==> src/logic/pwmcc_regs.svh <==
// Constants of the channel counter: widths, reset values and the one and zero constants.
// Assumes inclusion by bare name from the package and from the modules.
`ifndef PWMCC_REGS_SVH
`define PWMCC_REGS_SVH

`define PWMCC_CNT_W      8
`define PWMCC_CNT_RST    8'h00
`define PWMCC_DUTY_RST   8'hFF
`define PWMCC_PER_RST    8'hFF
`define PWMCC_CNT_ONE    8'h01
`define PWMCC_SEL_W      2
`define PWMCC_PRE_W      8
`define PWMCC_PRE_ONE    8'h01
`define PWMCC_PRE_ZERO   8'h00

`endif

==> src/logic/pwmcc_pkg.sv <==
// Types shared by the channel counter modules.
// Assumes the constants header is on the include path.
`include "pwmcc_regs.svh"

package pwmcc_pkg;
    typedef logic [`PWMCC_CNT_W-1:0] pwmcc_byte_t;
    typedef enum logic {PWMCC_UP, PWMCC_DOWN} pwmcc_dir_e;
endpackage : pwmcc_pkg

==> src/logic/pwmcc_tick_gen.sv <==
// Prescaler that turns the bus clock into one-cycle channel clock ticks.
// Assumes a synchronous select input; select 0 ticks on every bus clock.
`timescale 1ns/1ps
`include "pwmcc_regs.svh"

module pwmcc_tick_gen
    import pwmcc_pkg::*;
(
    input  wire logic                     sys_clk_i,
    input  wire logic                     nrst_i,
    input  wire logic [`PWMCC_SEL_W-1:0]  clk_sel_i,
    output logic                          tick_o
);
    logic [`PWMCC_PRE_W-1:0] pre_r;
    logic [`PWMCC_PRE_W-1:0] limit;

    // Divide by 1, 2, 4 or 8
    always_comb begin
        limit = `PWMCC_PRE_ONE << clk_sel_i;
    end

    always_ff @(posedge sys_clk_i or negedge nrst_i) begin
        if (!nrst_i) begin
            pre_r <= `PWMCC_PRE_ZERO;
        end else if (pre_r + `PWMCC_PRE_ONE >= limit) begin
            pre_r <= `PWMCC_PRE_ZERO;
        end else begin
            pre_r <= pre_r + `PWMCC_PRE_ONE;
        end
    end

    assign tick_o = (pre_r + `PWMCC_PRE_ONE >= limit);
endmodule : pwmcc_tick_gen

==> src/logic/pwmcc_channel.sv <==
// One pulse-width channel: counter, active duty and period, output flip-flop.
// Assumes all inputs synchronous to sys_clk_i; counter write is a one-cycle strobe.
//
// Contract
// - Reading the counter never changes the count or the waveform.
// - Any counter write forces the count to zero and the direction to up.
// - A counter write loads buffered duty and period into the active registers at once.
// - A counter write sets the output to the level given by polarity.
// - With the channel disabled the counter holds still on ticks unless the buffered period is zero.
// - On enable the counter resumes from the value it holds.
// - Disabled with a zero period, the counter clears on the next channel tick.
// - A counter write while enabled starts a new period at once at the start level.
// - The counter clears to zero when the effective period ends.
// - Center-align select zero gives left-aligned mode; one still counts up only, with no duty toggle.
// - Left-aligned mode uses an 8-bit up-only counter.
// - In left-aligned mode a duty match toggles the output flip-flop unless the period ends on the same tick.
// - A period match resets counter and output and loads buffered period and duty.
// - The counter runs from zero to period minus one, giving period channel clocks.
`timescale 1ns/1ps
`include "pwmcc_regs.svh"

module pwmcc_channel
    import pwmcc_pkg::*;
(
    input  wire logic                     sys_clk_i,
    input  wire logic                     nrst_i,
    input  wire logic                     channel_enable_bit_i,
    input  wire logic                     center_align_select_bit_i,
    input  wire logic                     polarity_i,
    input  wire logic [`PWMCC_SEL_W-1:0]  clk_sel_i,
    input  wire logic [`PWMCC_CNT_W-1:0]  duty_buf_i,
    input  wire logic [`PWMCC_CNT_W-1:0]  period_buf_i,
    input  wire logic                     cnt_wr_i,
    output logic [`PWMCC_CNT_W-1:0]       channel_count_reg_o,
    output logic [`PWMCC_CNT_W-1:0]       duty_act_o,
    output logic [`PWMCC_CNT_W-1:0]       period_act_o,
    output logic                          count_down_o,
    output logic                          tick_o,
    output logic                          pwm_o
);
    pwmcc_byte_t cnt_r;
    pwmcc_byte_t duty_r;
    pwmcc_byte_t per_r;
    pwmcc_dir_e  dir_r;
    pwmcc_dir_e  dir_nxt;
    logic        out_r;
    logic        tick;
    logic        left_mode;
    logic        per_end;
    logic        duty_hit;
    logic        cnt_last;
    pwmcc_byte_t cnt_nxt;

    pwmcc_tick_gen u_tick (
        .sys_clk_i (sys_clk_i),
        .nrst_i    (nrst_i),
        .clk_sel_i (clk_sel_i),
        .tick_o    (tick)
    );

    // Mode and match decode
    assign left_mode = !center_align_select_bit_i;
    assign cnt_last  = (cnt_r + `PWMCC_CNT_ONE == per_r);
    assign per_end   = (per_r == `PWMCC_CNT_RST) || cnt_last;
    assign duty_hit  = (cnt_r == duty_r);

    // Counter next value
    always_comb begin
        cnt_nxt = cnt_r;
        dir_nxt = dir_r;
        if (cnt_wr_i) begin
            cnt_nxt = `PWMCC_CNT_RST;
            dir_nxt = PWMCC_UP;
        end else if (tick && channel_enable_bit_i) begin
            if (per_end) begin
                cnt_nxt = `PWMCC_CNT_RST;
            end else begin
                cnt_nxt = cnt_r + `PWMCC_CNT_ONE;
            end
            if (left_mode) begin
                dir_nxt = PWMCC_UP;
            end
        end else if (tick && period_buf_i == `PWMCC_CNT_RST) begin
            // Period register written to zero while disabled
            cnt_nxt = `PWMCC_CNT_RST;
        end
    end

    // Counter holds when disabled with a nonzero buffered period; read path has no side effect
    always_ff @(posedge sys_clk_i or negedge nrst_i) begin
        if (!nrst_i) begin
            cnt_r <= `PWMCC_CNT_RST;
            dir_r <= PWMCC_UP;
        end else begin
            cnt_r <= cnt_nxt;
            dir_r <= dir_nxt;
        end
    end

    // Active duty and period reload
    always_ff @(posedge sys_clk_i or negedge nrst_i) begin
        if (!nrst_i) begin
            duty_r <= `PWMCC_DUTY_RST;
            per_r  <= `PWMCC_PER_RST;
        end else if (cnt_wr_i) begin
            duty_r <= duty_buf_i;
            per_r  <= period_buf_i;
        end else if (tick && channel_enable_bit_i && per_end) begin
            duty_r <= duty_buf_i;
            per_r  <= period_buf_i;
        end
    end

    // Output flip-flop
    always_ff @(posedge sys_clk_i or negedge nrst_i) begin
        if (!nrst_i) begin
            out_r <= 1'b0;
        end else if (cnt_wr_i) begin
            out_r <= polarity_i;
        end else if (tick && channel_enable_bit_i) begin
            if (per_end) begin
                out_r <= polarity_i;
            end else if (duty_hit && left_mode) begin
                out_r <= !out_r;
            end
        end
    end

    assign channel_count_reg_o = cnt_r;
    assign duty_act_o          = duty_r;
    assign period_act_o        = per_r;
    assign count_down_o        = (dir_r == PWMCC_DOWN);
    assign tick_o              = tick;
    assign pwm_o               = out_r;

    // Assertions
    AST_WR_CLEARS: assert property (@(posedge sys_clk_i) disable iff (!nrst_i)
        cnt_wr_i |=> (cnt_r == `PWMCC_CNT_RST) && (dir_r == PWMCC_UP))
        else $error("Counter write did not clear count");
    AST_WR_LOADS: assert property (@(posedge sys_clk_i) disable iff (!nrst_i)
        cnt_wr_i |=> (duty_r == $past(duty_buf_i)) && (per_r == $past(period_buf_i)))
        else $error("Counter write did not load buffers");
    AST_WR_OUT: assert property (@(posedge sys_clk_i) disable iff (!nrst_i)
        cnt_wr_i |=> (out_r == $past(polarity_i)))
        else $error("Counter write did not set start level");
    AST_HOLD: assert property (@(posedge sys_clk_i) disable iff (!nrst_i)
        (!channel_enable_bit_i && !cnt_wr_i && period_buf_i != `PWMCC_CNT_RST)
        |=> $stable(cnt_r))
        else $error("Counter moved while disabled");
    AST_ZERO_PER: assert property (@(posedge sys_clk_i) disable iff (!nrst_i)
        (!channel_enable_bit_i && !cnt_wr_i && tick && period_buf_i == `PWMCC_CNT_RST)
        |=> cnt_r == `PWMCC_CNT_RST)
        else $error("Zero period did not clear counter");
    AST_ADVANCE: assert property (@(posedge sys_clk_i) disable iff (!nrst_i)
        (channel_enable_bit_i && !cnt_wr_i && tick && !per_end)
        |=> cnt_r == $past(cnt_r) + `PWMCC_CNT_ONE)
        else $error("Counter did not advance on tick");
    AST_NO_TICK: assert property (@(posedge sys_clk_i) disable iff (!nrst_i)
        (!tick && !cnt_wr_i) |=> $stable(cnt_r))
        else $error("Counter moved without tick");
    AST_WRAP: assert property (@(posedge sys_clk_i) disable iff (!nrst_i)
        (channel_enable_bit_i && !cnt_wr_i && tick && cnt_last)
        |=> (cnt_r == `PWMCC_CNT_RST) && (out_r == $past(polarity_i)))
        else $error("Period end did not wrap");
    AST_DUTY: assert property (@(posedge sys_clk_i) disable iff (!nrst_i)
        (channel_enable_bit_i && !cnt_wr_i && tick && left_mode && duty_hit && !per_end)
        |=> out_r != $past(out_r))
        else $error("Duty match did not toggle output");
    AST_UP_ONLY: assert property (@(posedge sys_clk_i) disable iff (!nrst_i)
        left_mode |-> dir_r == PWMCC_UP)
        else $error("Left mode counting down");
endmodule : pwmcc_channel

==> config.mk <==
export PLATFORM = sky130hd
export DESIGN_NAME = pwmcc_channel
export DESIGN_NICKNAME = d
export VERILOG_FILES = /design/src/logic/pwmcc_pkg.sv /design/src/logic/pwmcc_tick_gen.sv /design/src/logic/pwmcc_channel.sv
export VERILOG_INCLUDE_DIRS = /design/src /design/src/logic
export SDC_FILE = /design/constraint.sdc
export NUM_CORES = 1
export LEC_CHECK = 0
export BUFFER_PORTS_ARGS = -buffer_cell sky130_fd_sc_hd__buf_2
export CAP_MARGIN = 20
export CORE_MARGIN = 2
export CORE_UTILIZATION = 35
export CTS_CLUSTER_DIAMETER = 30
export DETAILED_ROUTE_END_ITERATION = 10
export PLACE_DENSITY_LB_ADDON = 0.08
export SLEW_MARGIN = 20
export SYNTH_ARGS = -nofsm -noshare
export SYNTH_HDL_FRONTEND = slang
export SYNTH_HIERARCHICAL = 1
export SYNTH_SLANG_ARGS = --single-unit
==> constraint.sdc <==
create_clock -name sys_clk_i -period 3.45 [get_ports sys_clk_i]
set_input_delay 0.345 -clock sys_clk_i [delete_from_list [all_inputs] [get_ports sys_clk_i]]
set_output_delay 0.345 -clock sys_clk_i [all_outputs]
set_load 0.01 [all_outputs]
==> impl_metrics.toml <==
[detailed_routing]
via_per_inst = 4.84
wl_met3_microns = 257
wl_met1_microns = 2330
met2_length_microns = 1880
antenna_left = 0
highest_layer = "met4"
drtIter0Drc = 94
drc = 0
drt_first_pass_iters = 4
wl_per_cell_microns = 14.3
routed_wl_microns = 4500
vias = 1524

[status]
outcome = "completed"

[floorplan]
die_y_microns = 80.0
pin_count = 51
dieArea_sq_um = 6400
core_region_area_sq_um = 5540
std_cell_rows = 27
start_util_pct = 36.5
dieWidth_microns = 80.0

[synth]
synthCells = 188
yosysSeqAreaShare_pct = 41.8
yosys_warnings = 6
ys_seq_elements = 33
synth-main-ff-cell = "dfrtp_1"
synth-edff-count = 0
synth_area_sq_um = 2020
synth_area_leaders = "dfrtp_1 (21%), dfstp_2 (21%), mux2_4 (6.7%), xnor2_1 (4.8%), mux2_2 (4.5%)"
avgSynthCellArea_sq_um = 10.8
synth_cell_types = 50
synth_top_area_cell = "dfrtp_1"
synth_top_area_share_pct = 21.0
synthArstFlopShare_pct = 100

[finish]
layout-drive-gt1-share_pct = 42.4
nets = 272
fin_cells = 315
antenna_cells = 0
area_growth_pct = 20.0
n_fill_cell = 566

[power_and_ir_drop]
seqPwrFrac_pct = 49.1
p_int_w = 0.000703
powerDensity_nw_per_um2 = 411
switchingPower_w = 0.000296
p_leak_nw = 1.09
comb_power_share_pct = 22.8
p_sw_share_pct = 29.7
irDropWorstVdd_mv = 0.238
clkPwrFrac_pct = 28.0

[sta]
period_share_pct = 90.4
period_needed_ps = 3120
max_freq_ghz = 0.321
whs_ps = 124
setup_ws_ps = 330
slew_headroom_pct = 50.7
tightest_slew_ps = 739
slew_viol_final = 0
skew_ps = 5.05
setup-violations-final = 0
fin_setup_tns_ps = 0
rsz0062_at_grt = "no"
hold_viol_final = 0

[worst_setup_path]
slowest_delay_ps = 430
path_class = "flop to flop"
arrival_ps = 3280
end_kind = "flop"
crit_chain = "ha_1 > xor2_1 > ha_1 > o21ai_0 > o21ai_0 > or3_1 > a21oi_2 > nor3_1 > nand3_1 > and2_1 > o211a_1 > a221o_1"
path_max_fanout = 5
required_ps = 3610
crit_slowest_cell = "dfrtp_1"
critPathLaunchType = "flop"

[clock_network]
insertion_delay_ps = 280
post-cts-setup-buffer-count = 0
numClockSinks = 33
clk_pin_slew_worst_paths_ps = 70
ctsLongestPathBuffers = 2
h-tree-depth = 2
cts_root_buffer = "clkbuf_8"
cts_tree = "built"
numCtsBuffers = 5

[hold_path]
holdCritPathClass = "input port to asynchronous set/reset pin"

[global_route]
grt_pass1_wl_microns = 7530
grt_max_degree = 34
grt_pass1_vias = 1451
antenna_found_initial = 0
grt.total_usage_pct = 15.4
gr-total-overflow = 0

[job]
maxCapViolCount = 0

[placement]
hpwl_microns = 3380
dp_slack_ps = 240
gp_congestion = 0.708
io_buffers = 49
dp.cells = 307
-- final timing paths --
path	endpoint	start	cells past startpoint	slack, ps
worst max-delay path	pwm_o	u_tick/pre_r[0]	12	330
worst min-delay path	channel_count_reg_o[4]	nrst_i	1	120
worst max register to register	pwm_o	u_tick/pre_r[0]	12	330
worst min register to register	u_tick/pre_r[0]	u_tick/pre_r[0]	1	540
max in group asynchronous	u_tick/pre_r[1]	nrst_i	1	2860
min in group sys_clk_i	duty_act_o[5]	duty_buf_i[5]	2	300
-- cell usage in the layout (no fill, tap or decap), types with 4 or more instances in the layout --
| cell type | n |
|---|---|
| nand3_1 | 6 |
| nand2_1 | 16 |
| o21ai_0 | 7 |
| ha_1 | 6 |
| nor4_1 | 5 |
| xnor2_1 | 11 |
| dfstp_2 | 16 |
| conb_1 | 5 |
| nor2_1 | 10 |
| dfrtp_1 | 17 |
| xor2_1 | 8 |
| buf_2 | 49 |
| mux2_4 | 9 |
| clkbuf_8 | 5 |
| nor3_1 | 7 |
| mux2_2 | 8 |
| a21oi_1 | 5 |
| buf_4 | 4 |
| inv_1 | 4 |
-- per-stage QoR --
stage	util, %	area [sq um]	total power (W)
after floorplan	-	2030	0.000642
after global placement	42.2	2340	0.000727
after detailed placement	42.2	2340	0.000727
after CTS	43.8	2420	0.00101
after global routing	43.8	2430	0.00106
final	43.8	2430	0.000999
-- cell type report --
class	count	area, sq um	area share (%)
clock inverters	3	17.5	0.721
multi-input cells	145	1120	46.0
clock buffers	5	68.8	2.83
flip-flops and latches	33	846	34.8
well taps	72	90.1	3.71
repair buffers	53	275	11.3
inverters	4	15.0	0.618
-- synthesized netlist by cell type (4+ instances only) --
cell	instances
xor2_1	8
mux2_4	9
mux2_2	8
inv_1	4
dfrtp_1	17
buf_2	6
nand2_1	16
nor3_1	7
nor2_1	10
o21ai_0	7
ha_1	6
nand3_1	6
nor4_1	5
a21oi_1	6
xnor2_1	11
dfstp_2	16
-- worst max-delay path: cells and delay by family, from the launching register on --
family	cells	cell delay [ps]
compound gates	5	1080
simple gates	4	750
flops	1	430
xor+xnor	1	170
fa+ha+maj	2	560
-- sequential cells by signal, indices dropped and copies added (netlist names) --
register,cells
period_act_o,8
u_tick/pre_r,8
pwm_o,1
channel_count_reg_o,8
duty_act_o,8
-- routing by layer --
metal / vias up / track usage [%]
li1: 775 / -
met1: 697 / 22.8
met2: 48 / 22.0
met3: 4 / 3.51
met4: 0 / 4.58
met5: - / 0
-- cells by family (layout without fill, tap and decap cells) --
| group | Yosys count | in the layout | synth area share (%) |
|---|---|---|---|
| compound gates | 29 | 29 | 11.3 |
| xor+xnor | 19 | 19 | 8.23 |
| fa+ha+maj | 6 | 6 | 3.71 |
| buf+inv | 13 | 65 | 3.77 |
| flops | 33 | 33 | 41.8 |
| mux | 19 | 19 | 12.1 |
| other cells | 2 | 5 | 0.371 |
| simple gates | 67 | 67 | 18.7 |
-- repair_timing --
item | CTS | global route
endpoints found under the setup margin | 0 | 1
gates resized for setup | 0 | 1
hold buffers | 0 | 0
-- power by group through the flow --
stage,Sequential (W),Clock (W),Combinational [W]
finish,0.000491,0.000280,0.000228
global route,0.000499,0.000312,0.000253
CTS,0.000492,0.000291,0.000231
detailed placement,0.000498,0,0.000230
global placement,0.000498,0,0.000229
floorplan,0.000505,0,0.000137
(Power assumes the default switching activity.)
